[config.mk]
export PLATFORM = sky130hd
export DESIGN_NAME = sll_status_bank
export DESIGN_NICKNAME = d
export VERILOG_FILES = /design/src/rtl/sll_pkg.sv /design/src/rtl/sll_status_bank.sv
export SDC_FILE = /design/constraint.sdc
export NUM_CORES = 1
export LEC_CHECK = 0
export ABC_AREA = 0
export BUFFER_PORTS_ARGS = -buffer_cell sky130_fd_sc_hd__buf_2
export CAP_MARGIN = 10
export CORE_UTILIZATION = 24
export DETAILED_ROUTE_END_ITERATION = 7
export PLACE_DENSITY_LB_ADDON = 0.2
export SYNTH_ARGS = -nofsm -noshare
export SYNTH_HDL_FRONTEND = slang
export SYNTH_SLANG_ARGS = --single-unit
export TNS_END_PERCENT = 10
[constraint.sdc]
create_clock -name ref_clk_i -period 2.2 [get_ports ref_clk_i]
set_input_delay 0.22 -clock ref_clk_i [delete_from_list [all_inputs] [get_ports ref_clk_i]]
set_output_delay 0.22 -clock ref_clk_i [all_outputs]
set_load 0.02 [all_outputs]
[src/rtl/sll_pkg.sv]
// shared constants and types for the serial lane link status bank
package sll_pkg;
  // lanes covered by this bank, lowest first
  localparam int NLANE      = 3;
  localparam int FIRST_LANE = 5;
  // register indices; byte address is four times the index
  localparam logic [11:0] IDX_LANE5   = 12'h4B5;
  localparam logic [11:0] IDX_LANE6   = 12'h4B6;
  localparam logic [11:0] IDX_LANE7   = 12'h4B7;
  localparam logic [11:0] IDX_CTRL    = 12'h4C0;
  localparam logic [11:0] IDX_IRQ_ST  = 12'h4C1;
  localparam logic [11:0] IDX_IRQ_MSK = 12'h4C2;
  localparam logic [11:0] IDX_CNT_CLR = 12'h4C3;
  // lane status bit positions
  localparam int BIT_DISP   = 7;
  localparam int BIT_BADC   = 6;
  localparam int BIT_STRAY  = 5;
  localparam int BIT_DESKEW = 4;
  localparam int BIT_ISYNC  = 3;
  localparam int BIT_SUM    = 2;
  localparam int BIT_FRAME  = 1;
  localparam int BIT_SYMBOL = 0;
  localparam logic [7:0] LANE_RST = 8'h00;
  // control register: limit in [7:0], skip flag in bit 8
  localparam int         CTRL_LIMIT_LSB = 0;
  localparam int         CTRL_SKIP_BIT  = 8;
  localparam logic [7:0] LIMIT_RST      = 8'hFF;
  localparam logic       SKIP_RST       = 1'b0;
  // interrupt bits: per lane, 2*k = errors crossed limit, 2*k+1 = symbol lock lost
  localparam int              IRQ_W   = 2 * NLANE;
  localparam logic [IRQ_W-1:0] IRQ_RST = 6'h00;
  // error classes
  localparam int NCLASS = 3;
  localparam logic [7:0] CNT_MAX = 8'hFF;
  // axi responses
  localparam logic [1:0] RESP_OKAY   = 2'h0;
  localparam logic [1:0] RESP_SLVERR = 2'h2;

  // per-lane error pulses from the lane decoder
  typedef struct packed {
    logic disp_err;
    logic bad_code;
    logic stray_ctrl;
  } sll_err_t;

  // per-lane sync levels from the lane receiver
  typedef struct packed {
    logic deskew_ok;
    logic initial_sync_ok;
    logic frame_lock;
    logic symbol_lock;
  } sll_sync_t;

  // link configuration byte stream, last byte is the sent checksum
  typedef struct packed {
    logic       valid;
    logic       last;
    logic [7:0] data;
  } sll_cfg_t;
endpackage

[src/rtl/sll_status_bank.sv]
// lane link status registers with error counters and axi4-lite slave
`timescale 1ns/1ps
module sll_status_bank
  import sll_pkg::*;
#(
  parameter int AW = 16
) (
  // clock and reset
  input  wire logic                  ref_clk_i,
  input  wire logic                  nrst_i,
  // lane receiver side
  input  wire sll_err_t [NLANE-1:0]  lane_err_i,
  input  wire sll_sync_t [NLANE-1:0] lane_sync_i,
  input  wire sll_cfg_t [NLANE-1:0]  lane_cfg_i,
  output logic                       skip_alignment_sequence_o,
  // axi4-lite write address
  input  wire logic [AW-1:0]         s_axi_awaddr_i,
  input  wire logic                  s_axi_awvalid_i,
  output logic                       s_axi_awready_o,
  // axi4-lite write data
  input  wire logic [31:0]           s_axi_wdata_i,
  input  wire logic [3:0]            s_axi_wstrb_i,
  input  wire logic                  s_axi_wvalid_i,
  output logic                       s_axi_wready_o,
  // axi4-lite write response
  output logic [1:0]                 s_axi_bresp_o,
  output logic                       s_axi_bvalid_o,
  input  wire logic                  s_axi_bready_i,
  // axi4-lite read address
  input  wire logic [AW-1:0]         s_axi_araddr_i,
  input  wire logic                  s_axi_arvalid_i,
  output logic                       s_axi_arready_o,
  // axi4-lite read data
  output logic [31:0]                s_axi_rdata_o,
  output logic [1:0]                 s_axi_rresp_o,
  output logic                       s_axi_rvalid_o,
  input  wire logic                  s_axi_rready_i,
  // interrupt
  output logic                       irq_o
);

  // index field must reach bit 13; a narrower bus cannot decode the map
  if (AW < 14) begin : g_aw_check
    $error("AW too small for register map");
  end
  // every interrupt bit must fit one data word
  if (IRQ_W > 32) begin : g_irq_check
    $error("too many interrupt bits for one word");
  end

  // lane state
  logic [7:0]        cnt_ff     [NLANE][NCLASS];
  logic [7:0]        nxt_cnt    [NLANE][NCLASS];
  logic [7:0]        stat_ff    [NLANE];
  logic [7:0]        nxt_stat   [NLANE];
  logic [7:0]        sum_ff     [NLANE];
  logic [7:0]        nxt_sum    [NLANE];
  logic [NLANE-1:0]  sum_ok_ff;
  logic [NLANE-1:0]  nxt_sum_ok;
  // control state
  logic [7:0]        error_count_limit_ff;
  logic [7:0]        nxt_limit;
  logic              skip_ff;
  logic              nxt_skip;
  logic [IRQ_W-1:0]  irq_st_ff;
  logic [IRQ_W-1:0]  nxt_irq_st;
  logic [IRQ_W-1:0]  irq_msk_ff;
  logic [IRQ_W-1:0]  nxt_irq_msk;
  logic [NLANE-1:0]  cnt_clr;
  // write channel state
  logic              aw_hold_ff;
  logic              nxt_aw_hold;
  logic [11:0]       aw_idx_ff;
  logic [11:0]       nxt_aw_idx;
  logic              w_hold_ff;
  logic              nxt_w_hold;
  logic [31:0]       wdata_ff;
  logic [31:0]       nxt_wdata;
  logic [3:0]        wstrb_ff;
  logic [3:0]        nxt_wstrb;
  logic              bvalid_ff;
  logic              nxt_bvalid;
  logic [1:0]        bresp_ff;
  logic [1:0]        nxt_bresp;
  logic              wr_go;
  // read channel state
  logic              rvalid_ff;
  logic              nxt_rvalid;
  logic [31:0]       rdata_ff;
  logic [31:0]       nxt_rdata;
  logic [1:0]        rresp_ff;
  logic [1:0]        nxt_rresp;
  logic [11:0]       ar_idx;

  // handshake readies are combinational; one write and one read in flight
  assign s_axi_awready_o = ~aw_hold_ff & ~bvalid_ff;
  assign s_axi_wready_o  = ~w_hold_ff & ~bvalid_ff;
  assign s_axi_arready_o = ~rvalid_ff;
  assign s_axi_bvalid_o  = bvalid_ff;
  assign s_axi_bresp_o   = bresp_ff;
  assign s_axi_rvalid_o  = rvalid_ff;
  assign s_axi_rdata_o   = rdata_ff;
  assign s_axi_rresp_o   = rresp_ff;
  assign skip_alignment_sequence_o = skip_ff;
  // level interrupt: any status bit the mask lets through
  assign irq_o = |(irq_st_ff & irq_msk_ff);
  // a write lands once both halves are held and no answer is pending
  assign wr_go  = aw_hold_ff & w_hold_ff & ~bvalid_ff;
  // address bits 1:0 are ignored; registers are whole words
  assign ar_idx = s_axi_araddr_i[13:2];

  // write channel: address and data taken in either order
  always_comb begin
    nxt_aw_hold = aw_hold_ff;
    nxt_aw_idx  = aw_idx_ff;
    nxt_w_hold  = w_hold_ff;
    nxt_wdata   = wdata_ff;
    nxt_wstrb   = wstrb_ff;
    nxt_bvalid  = bvalid_ff;
    nxt_bresp   = bresp_ff;
    if (s_axi_awvalid_i && s_axi_awready_o) begin
      nxt_aw_hold = 1'b1;
      nxt_aw_idx  = s_axi_awaddr_i[13:2];
    end
    if (s_axi_wvalid_i && s_axi_wready_o) begin
      nxt_w_hold = 1'b1;
      nxt_wdata  = s_axi_wdata_i;
      nxt_wstrb  = s_axi_wstrb_i;
    end
    if (wr_go) begin
      nxt_aw_hold = 1'b0;
      nxt_w_hold  = 1'b0;
      nxt_bvalid  = 1'b1;
      // status offsets answer OKAY so a stray write never stalls software
      case (aw_idx_ff)
        IDX_LANE5, IDX_LANE6, IDX_LANE7,
        IDX_CTRL, IDX_IRQ_ST, IDX_IRQ_MSK, IDX_CNT_CLR: begin
          nxt_bresp = RESP_OKAY;
        end
        default: begin
          nxt_bresp = RESP_SLVERR;
        end
      endcase
    end else if (bvalid_ff && s_axi_bready_i) begin
      // answer stands until the master takes it
      nxt_bvalid = 1'b0;
    end
  end

  // write channel registers
  always_ff @(posedge ref_clk_i or negedge nrst_i) begin
    if (!nrst_i) begin
      aw_hold_ff <= 1'b0;
      aw_idx_ff  <= 12'h000;
      w_hold_ff  <= 1'b0;
      wdata_ff   <= 32'h0000_0000;
      wstrb_ff   <= 4'h0;
      bvalid_ff  <= 1'b0;
      bresp_ff   <= RESP_OKAY;
    end else begin
      aw_hold_ff <= nxt_aw_hold;
      aw_idx_ff  <= nxt_aw_idx;
      w_hold_ff  <= nxt_w_hold;
      wdata_ff   <= nxt_wdata;
      wstrb_ff   <= nxt_wstrb;
      bvalid_ff  <= nxt_bvalid;
      bresp_ff   <= nxt_bresp;
    end
  end

  // read channel: data one cycle after the address is taken
  always_comb begin
    nxt_rvalid = rvalid_ff;
    nxt_rdata  = rdata_ff;
    nxt_rresp  = rresp_ff;
    if (s_axi_arvalid_i && s_axi_arready_o) begin
      nxt_rvalid = 1'b1;
      nxt_rresp  = RESP_OKAY;
      nxt_rdata  = 32'h0000_0000;
      // unmapped indices answer SLVERR and read as zero
      case (ar_idx)
        IDX_LANE5:   nxt_rdata[7:0] = stat_ff[0];
        IDX_LANE6:   nxt_rdata[7:0] = stat_ff[1];
        IDX_LANE7:   nxt_rdata[7:0] = stat_ff[2];
        IDX_CTRL: begin
          nxt_rdata[CTRL_LIMIT_LSB +: 8] = error_count_limit_ff;
          nxt_rdata[CTRL_SKIP_BIT]       = skip_ff;
        end
        IDX_IRQ_ST:  nxt_rdata[IRQ_W-1:0] = irq_st_ff;
        IDX_IRQ_MSK: nxt_rdata[IRQ_W-1:0] = irq_msk_ff;
        IDX_CNT_CLR: nxt_rdata = 32'h0000_0000; // self-clearing
        default:     nxt_rresp = RESP_SLVERR;
      endcase
    end else if (rvalid_ff && s_axi_rready_i) begin
      nxt_rvalid = 1'b0;
    end
  end

  // read answer registers
  always_ff @(posedge ref_clk_i or negedge nrst_i) begin
    if (!nrst_i) begin
      rvalid_ff <= 1'b0;
      rdata_ff  <= 32'h0000_0000;
      rresp_ff  <= RESP_OKAY;
    end else begin
      rvalid_ff <= nxt_rvalid;
      rdata_ff  <= nxt_rdata;
      rresp_ff  <= nxt_rresp;
    end
  end

  // control registers; lane status offsets accept writes but keep nothing
  always_comb begin
    nxt_limit   = error_count_limit_ff;
    nxt_skip    = skip_ff;
    nxt_irq_msk = irq_msk_ff;
    cnt_clr     = '0;
    if (wr_go) begin
      case (aw_idx_ff)
        IDX_CTRL: begin
          if (wstrb_ff[0]) begin
            nxt_limit = wdata_ff[CTRL_LIMIT_LSB +: 8];
          end
          if (wstrb_ff[1]) begin
            nxt_skip = wdata_ff[CTRL_SKIP_BIT];
          end
        end
        IDX_IRQ_MSK: begin
          if (wstrb_ff[0]) begin
            nxt_irq_msk = wdata_ff[IRQ_W-1:0];
          end
        end
        IDX_CNT_CLR: begin
          if (wstrb_ff[0]) begin
            cnt_clr = wdata_ff[NLANE-1:0];
          end
        end
        default: begin
          cnt_clr = '0; // status writes dropped
        end
      endcase
    end
  end

  // lane counters, compare, checksum and status flags
  always_comb begin
    logic [IRQ_W-1:0] set_ev;
    logic [IRQ_W-1:0] clr_ev;
    logic [NCLASS-1:0] ev;
    logic [NCLASS-1:0] over;
    set_ev = '0;
    clr_ev = '0;
    ev     = '0;
    over   = '0;
    for (int l = 0; l < NLANE; l++) begin
      ev = {lane_err_i[l].disp_err, lane_err_i[l].bad_code, lane_err_i[l].stray_ctrl};
      // counters saturate so a flag cannot drop by wrapping
      for (int c = 0; c < NCLASS; c++) begin
        nxt_cnt[l][c] = cnt_ff[l][c];
        if (cnt_clr[l]) begin
          nxt_cnt[l][c] = 8'h00;
        end else if (ev[NCLASS-1-c] && cnt_ff[l][c] != CNT_MAX) begin
          nxt_cnt[l][c] = cnt_ff[l][c] + 8'h01;
        end
        over[NCLASS-1-c] = (cnt_ff[l][c] >= error_count_limit_ff);
      end
      // running byte sum; last byte carries the transmitted checksum
      nxt_sum[l]    = sum_ff[l];
      nxt_sum_ok[l] = sum_ok_ff[l];
      if (lane_cfg_i[l].valid) begin
        if (lane_cfg_i[l].last) begin
          nxt_sum_ok[l] = (lane_cfg_i[l].data == sum_ff[l]);
          nxt_sum[l]    = 8'h00;
        end else begin
          nxt_sum[l] = sum_ff[l] + lane_cfg_i[l].data;
        end
      end
      // flags trail the counters by one cycle; the compare sees registered counts
      nxt_stat[l]             = LANE_RST;
      nxt_stat[l][BIT_DISP]   = over[2];
      nxt_stat[l][BIT_BADC]   = over[1];
      nxt_stat[l][BIT_STRAY]  = over[0];
      nxt_stat[l][BIT_DESKEW] = lane_sync_i[l].deskew_ok;
      nxt_stat[l][BIT_ISYNC]  = lane_sync_i[l].initial_sync_ok;
      nxt_stat[l][BIT_SUM]    = sum_ok_ff[l];
      nxt_stat[l][BIT_FRAME]  = lane_sync_i[l].frame_lock;
      nxt_stat[l][BIT_SYMBOL] = lane_sync_i[l].symbol_lock;
      // events: a lane's error flags going from none set to some set, symbol lock falling
      set_ev[2*l]   = |nxt_stat[l][BIT_DISP:BIT_STRAY] & ~|stat_ff[l][BIT_DISP:BIT_STRAY];
      set_ev[2*l+1] = stat_ff[l][BIT_SYMBOL] & ~nxt_stat[l][BIT_SYMBOL];
    end
    // write-one-to-clear of the interrupt status
    if (wr_go && aw_idx_ff == IDX_IRQ_ST && wstrb_ff[0]) begin
      clr_ev = wdata_ff[IRQ_W-1:0];
    end
    // set wins over a same-cycle write-one-to-clear
    nxt_irq_st = (irq_st_ff & ~clr_ev) | set_ev;
  end

  // all lane flags start at zero
  always_ff @(posedge ref_clk_i or negedge nrst_i) begin
    if (!nrst_i) begin
      for (int l = 0; l < NLANE; l++) begin
        for (int c = 0; c < NCLASS; c++) begin
          cnt_ff[l][c] <= 8'h00;
        end
        stat_ff[l] <= LANE_RST;
        sum_ff[l]  <= 8'h00;
      end
      sum_ok_ff            <= '0;
      // limit starts at the top so an error flag shows only once its counter saturates
      error_count_limit_ff <= LIMIT_RST;
      skip_ff              <= SKIP_RST;
      irq_st_ff            <= IRQ_RST;
      irq_msk_ff           <= IRQ_RST;
    end else begin
      for (int l = 0; l < NLANE; l++) begin
        for (int c = 0; c < NCLASS; c++) begin
          cnt_ff[l][c] <= nxt_cnt[l][c];
        end
        stat_ff[l] <= nxt_stat[l];
        sum_ff[l]  <= nxt_sum[l];
      end
      sum_ok_ff            <= nxt_sum_ok;
      error_count_limit_ff <= nxt_limit;
      skip_ff              <= nxt_skip;
      irq_st_ff            <= nxt_irq_st;
      irq_msk_ff           <= nxt_irq_msk;
    end
  end

endmodule

# Yosys cells after proc, flatten, opt, wreduce, memory -nomap -nowiden
# Index checks and enable logic that the tools add are counted.
# word_totals
output_inout_bits	43
in_bits	126
word_cells	185
ff_bits	184
# op_classes
reduce_logical	47
n_eq_ne	26
n_mux	38
addsub	12
n_bitwise	21
n_lt_le_gt_ge	9
# ops
operator	n
equality test 12 x 11 -> 1 bit (second input constant)	14
2-to-1 mux 8 bit	21
adder 8 x 1 -> 8 bit (second input constant)	9
greater-or-equal comparator 8 bit	9
!= test 8 bit (second input constant)	9
case mux 6 bit (6 select lines)	1
nonzero test 2 bit	13
adder 8 bit	3
equality test 8 bit	3
OR reduction 3 bit	6
logical AND 1 bit	16
OR reduction 7 bit	2
bitwise AND 6 bit	2
bitwise AND 1 bit	10
2-to-1 mux 1 bit	9
2-to-1 mux 3 bit	3
AND reduction 3 bit	3
case mux 2 bit (4 select lines)	1
NOT 1 bit	7
2-to-1 mux 6 bit	1
NOT 6 bit	1
bitwise OR 6 bit	1
AND reduction 2 bit	3
OR reduction 6 bit	1
2 further kinds	5

# Longest topological paths before layout
# Gate-level depths: netlist of run 1.
# depth
depth_word	8
depth_mapped	8
ltp_nobuf	8

# Worst setup path before layout of run 1
# Ideal clock, no wire load.
# synth_timing
path_kind	reg2reg
start	register error_count_limit_ff[0]
end	register irq_st_ff[2]
n_path_buf	0
required_ns	2.079
stages_incl_launch_ff	8
arrival_time_ns	2.048
period_less_slack_ns	2.169
setup_ns	0.121
path_slack_ns	0.031
cell_sequence	dfstp_2 -> ha_1 -> nand2b_1 -> a211oi_1 -> o21ai_0 -> a41o_1 -> or3_1 -> a22o_1
# synth_lines
element	line_no	text
start, declared	sll_status_bank.sv:61	logic [7:0] error_count_limit_ff;
start signal, assigned	sll_status_bank.sv:325	error_count_limit_ff <= nxt_limit;
end signal, assigned	sll_status_bank.sv:327	irq_st_ff <= nxt_irq_st;
end, declared	sll_status_bank.sv:65	logic [IRQ_W-1:0] irq_st_ff;

==> out/results.ini, run 1 <==
[timing]
setup_violations=3
holdWs_ns=0.07741
fmax_ghz=0.4337
finalMaxSlewViolations=0
maxSlewHeadroom=0.6070
finalClockSkew_ns=0.01363
finalHoldViolCount=0
final.setup.worst_slack_ns=-0.1058
min_period_ns=2.306
timing.final.crit_share=1.048
rsz0062_at_grt=true
tightest_slew_ns=0.5895
finalSetupTns_ns=-0.2079

[min_path]
hold_depth=3
hold_class=input pin to register

[critical_path]
required_ns=2.54
slowest_delay_ns=0.69
critical_path_arrival_ns=2.64
reg2reg_depth=8
cp.depth=8
cp_top_family=compound AO/OA/AOI/OAI gates
endpoint_kind=register
path_max_fanout=7
cp-start-kind=register
slowest_stage=dfstp_4
cp_num_buf_inv=1
crit_type=register to register
path_cells=buf_6 -> ha_4 -> nand2b_4 -> a211oi_2 -> o21ai_1 -> a41o_1 -> or3_1 -> a22o_1

[yosys]
yosys.area.top_type_share=0.4158
ys_seq_area_frac=0.4358
ys_seq_elements=182
synth-edff-count=0
synth_area_leaders=dfrtp_1 42%, ha_1 12%, mux2_2 5.3%
syn_inst=1011
synth_cell_types=54
ys_warn_count=0
synth_most_common_cell=dfrtp_1
avgSynthCellArea_um2=10.36
syn_area_um2=10470
synth_async_sr_flop_share=1.000
synthFlopType=dfrtp_1
yosysTopAreaCell=dfrtp_1
ys_top_cells_by_count=174 x dfrtp_1, 105 x nor2_1, 102 x ha_1, 59 x nand2_1, 51 x xor2_1

[clocking]
cts_tree=done
clockRootBuffer=clkbuf_16
cts_buffers=17
clk_pin_slew_ns=0.07
clock_latency_ns=0.46
cts.sinks=182
htree_levels=4
clockBufferDepth=2

[route]
wl_um=26520
drc=0
routed_via_density=4.380
vias=7994
routedWlPerCell_um=14.53
initialDrtViolationCount=283
antenna_left=0
first_pass_iters=4

[floorplan]
die_y_um=210.9
io_pins=169
core_area_um2=43080
chipWidth_um=210.9
start_util=0.2431
rows=76
dieArea_um2=44470

[grt]
grt_remaining_overflow=0
grt_max_degree=54
grt_pass1_vias=8096
grt_pass1_wl_um=43060
grt_antenna_before_repair=3
grt_use_total=0.1231

[placed_design]
dp_hpwl_um=18950
dp_cells=1737
portBuffers=110
gp_congestion=0.7655

[final_layout]
drive_above_1_share=0.2730
nNetsFinal=1457
synthToLayoutAreaGrowth_pct=30.66
final_util=0.3176
stdcell_count=1825
nFillCells=4446

[power]
p_leak_uw=0.006154
vdd_drop_max_uv=460.8
pwr_density_cell_nw_per_um2=998.4

[status]
violations=setup timing
outcome=finished with violations

[job]
maxCapViolCount=0

## metrics by stage
| step | worst slack, ns | area [µm²] | power, µW |
|---|---|---|---|
| after CTS | -0.07832 | 13410 | 13690 |
| final | -0.1058 | 13680 | 13660 |
| after floorplan | 0.03095 | 10560 | 8461 |
| after global placement | -0.2233 | 12040 | 9789 |
| after detailed placement | -0.1868 | 12040 | 9867 |
| after global routing | -0.1847 | 13680 | 14820 |
## area by class of cell
type / instances / area, µm² / area share
Clock inverter: 12 / 170.2 / 0.01244
Sequential cell: 182 / 4568 / 0.3339
Clock buffer: 19 / 442.9 / 0.03237
Antenna cell: 2 / 5.005 / 0.0003658
Multi-Input combinational cell: 762 / 5896 / 0.4309
Inverter: 44 / 176.4 / 0.01289
Tap cell: 585 / 732.0 / 0.05349
Timing Repair Buffer: 219 / 1693 / 0.1237
## final timing paths
path	slack (ns)	start	end
min reg2reg	0.38	sum_ok_ff[1]	stat_ff[10]
min	0.08	lane_cfg_i[28]	sum_ok_ff[2]
max in group asynchronous	1.21	nrst_i	error_count_limit_ff[4]
max	-0.11	error_count_limit_ff[0]	irq_st_ff[4]
min in group asynchronous	0.30	nrst_i	sum_ff[12]
max reg2reg	-0.11	error_count_limit_ff[0]	irq_st_ff[4]
## kinds of logic after synthesis
group	synth area share
AO/OA/AOI/OAI	0.1176
XOR/XNOR	0.06523
adder cells (fa/ha/maj)	0.1276
buffers and inverters	0.04707
flip-flops	0.4358
multiplexers	0.06225
other	0.0003581
AND/OR/NAND/NOR	0.1441
## sequential cells by signal, indices dropped and copies added (netlist names), 3 cells and up
name / flops
irq_st_ff: 6
error_count_limit_ff: 8
sum_ok_ff: 3
sum_ff: 24
cnt_ff: 72
aw_idx_ff: 12
irq_msk_ff: 6
stat_ff: 24
wdata_ff: 9
s_axi_rdata_o: 9
## routing by layer
layer | global-route usage | wire, µm | vias up
met5 | 0 | 14 | -
met3 | 0.03003 | 801 | 19
met2 | 0.2044 | 12700 | 87
met4 | 0.02849 | 220 | 2
met1 | 0.1607 | 12780 | 3894
li1 | - | - | 3992
## what timing repair did
| item | in CTS | in global routing |
|---|---|---|
| hold buffers | 38 | 0 |
| endpoints found under the setup margin | 78 | 81 |
| pin swaps | 38 | 13 |
| endpoints found under the hold margin | 85 | 0 |
| cloned | 0 | 2 |
| setup buffers | 5 | 10 |
| resized for setup | 48 | 24 |
## worst min-delay path, stage by stage
cell,delay (ns)
buf_2,0.13
nand2_1,0.07
o21ai_0,0.07
## power by group
part           total, µW  switching [µW]  internal, µW  leakage (µW)
Clock               3290            1450          1840      0.000290
Sequential          5440            1080          4360       0.00224
Combinational       4930            2300          2630       0.00362
Total              13700            4840          8820       0.00615
## placed cells by master, fill, tap and decap left out, types with 14 or more instances in the layout
| cell | synthesis | routed |
|---|---|---|
| dfrtp_1 | 174 | 174 |
| buf_2 | 1 | 109 |
| nor2_1 | 105 | 101 |
| ha_1 | 102 | 85 |
| nand2_1 | 59 | 59 |
| xor2_1 | 51 | 51 |
| buf_4 | 28 | 50 |
| mux2_2 | 49 | 49 |
| inv_1 | 44 | 41 |
| dlygate4sd3_1 | 0 | 38 |
| o21ai_0 | 41 | 35 |
| nand3_1 | 34 | 33 |
| a21oi_1 | 32 | 27 |
| xnor2_1 | 27 | 27 |
| conb_1 | 1 | 25 |
| a21o_1 | 20 | 20 |
| clkbuf_16 | 0 | 19 |
| nand4_1 | 18 | 18 |
| o22ai_1 | 17 | 17 |
| ha_4 | 0 | 17 |
| nor3_1 | 15 | 14 |
(Power assumes the default switching activity.)
==> inputs of run 2 (changes only) <==
GPL_TIMING_DRIVEN = 0   (was unset)
==> out/results.ini, run 2 (same netlist as run 1, synthesis figures left out) <==
[grt]
grt_pass1_wl_um=43510
top_usage_layer=met2
grt_use_total=0.1244
grt_antenna_before_repair=4
grt_pass1_vias=8076
grtUsageMet2=0.2021
grt_max_degree=107
grt_remaining_overflow=0
met1_usage=0.1677
use_met3=0.02869

[timing]
tightest_slew_ns=0.7348
final.setup.worst_slack_ns=-0.1369
finalHoldViolCount=0
holdWs_ns=0.02655
min_period_ns=2.337
finalSetupTns_ns=-3.945
finalMaxSlewViolations=0
setup_violations=73
fmax_ghz=0.4279
maxSlewHeadroom=0.5102
rsz0062_at_grt=true
finalClockSkew_ns=0.01042
timing.final.crit_share=1.062

[clocking]
clockBufferDepth=2
cts_tree=done
clockRootBuffer=clkbuf_16
cts.sinks=182
clock_latency_ns=0.45
htree_levels=4
cts_buffers=17
clk_pin_slew_ns=0.07

[critical_path]
rr_startpoint=error_count_limit_ff[6]
r2r_slack_ns=-0.14
cp-start-kind=register
reg2reg_depth=9
path_max_fanout=7
critical_path_arrival_ns=2.67
regToRegEndpoint=irq_st_ff[4]
endpoint_kind=register
required_ns=2.53
crit_type=register to register

[final_layout]
final_util=0.3168
synthToLayoutAreaGrowth_pct=30.30
drive_above_1_share=0.2749
final_cell_mix=174 x dfrtp_1, 107 x buf_2, 95 x nor2_1, 88 x ha_1, 58 x nand2_1
multi_input_area_um2=5901
stdcell_count=1830
nNetsFinal=1462
final_common_cell=dfrtp_1
regMostFlops=cnt_ff
reg_top3=cnt_ff: 72 flops, stat_ff: 24 flops, sum_ff: 24 flops
regArea_um2=4568
nFillCells=4453
finish.instance_area_um2=13650
largest_register_ff_count=72

[floorplan]
start_util=0.2431
core_area_um2=43080
chipWidth_um=210.9
dieArea_um2=44470
io_pins=169
rows=76
die_y_um=210.9

[placed_design]
dpl_cell_area_um2=11870
portBuffers=108
dp_hpwl_um=18490
gp_congestion=0.8076
dp_cells=1729

[route]
routedWlPerCell_um=14.38
initialDrtViolationCount=277
first_pass_iters=4
routed_via_density=4.331
wl_um=26320
drc=0
vias=7925
antenna_left=0

[status]
outcome=finished with violations
violations=setup timing

[min_path]
min_from=s_axi_wdata_i[2]
hold_path_end=wdata_ff[2]
hold_depth=2
hold_class=input pin to register

[power]
pwr_density_cell_nw_per_um2=966.3
vdd_drop_max_uv=549.2
p_leak_uw=0.006130

[job]
maxCapViolCount=0

[run 2: cell count changes in the layout (fill, tap and decap cells not counted), moves of 5 or more]
| cell | delta |
|---|---|
| clkbuf_1 | +10 |
| buf_8 | +8 |
| nor2_1 | -6 |
| buf_12 | -5 |
| buf_4 | -5 |
[run 2: per-layer routing]
metal / wire length, µm / vias up
met2: 12510 / 77
li1: - / 4007
met1: 12820 / 3817
met5: 24 / -
met4: 224 / 4
met3: 743 / 20
[run 2: critical path: stages, from the launching register on]
cell        delay, ns
dfstp_2          0.59
clkinvlp_4       0.11
buf_12           0.15
buf_6            0.12
ha_4             0.20
a21o_1           0.15
a21o_1           0.15
a41o_1           0.24
or3_1            0.32
a22o_1           0.18
[run 2: worst max-delay path by stage]
stage | from | to | slack (ns) | cells past startpoint
3_5_place_dp | error_count_limit_ff[0] | irq_st_ff[4] | -0.39 | 7
3_3_place_gp | nrst_i | cnt_ff[1] | -2.41 | 1
4_1_cts | error_count_limit_ff[6] | irq_st_ff[4] | -0.13 | 9
2_1_floorplan | error_count_limit_ff[0] | irq_st_ff[2] | 0.03 | 7
6_report | error_count_limit_ff[6] | irq_st_ff[4] | -0.14 | 9
5_1_grt | error_count_limit_ff[0] | irq_st_ff[0] | -0.23 | 9
[run 2: repair_timing]
item                                    in CTS  in global routing
setup buffers                               29                  2
gates resized for setup                     63                 31
hold buffers                                36                  0
endpoints found under the setup margin      92                 96
hold endpoints to repair                   111                  0
pin swaps                                   55                 15
cloned                                       0                  2
[run 2: layout make-up]
class	instances	share of cell area
Clock buffer	17	0.03118
Clock inverter	15	0.009995
Buffer	46	0.02641
Sequential cell	182	0.3348
Inverter	44	0.01375
Multi-Input combinational cell	762	0.4324
Antenna cell	1	0.0001834
Tap cell	585	0.05364
Timing Repair Buffer	178	0.09765
[run 2: through the flow]
step                      setup WS, ns  total power, µW
final                          -0.1369            13190
after global routing           -0.2270            14330
after CTS                      -0.1335            13190
after detailed placement       -0.3944             9650
after global placement          -2.408             9539
after floorplan                0.03095             8461
[run 2: where the power goes]
group	total, µW	internal (µW)	leakage [µW]	switching, µW
registers	5450	4360	0.00224	1090
logic	4710	2470	0.00361	2240
clock network	3020	1500	0.000279	1520
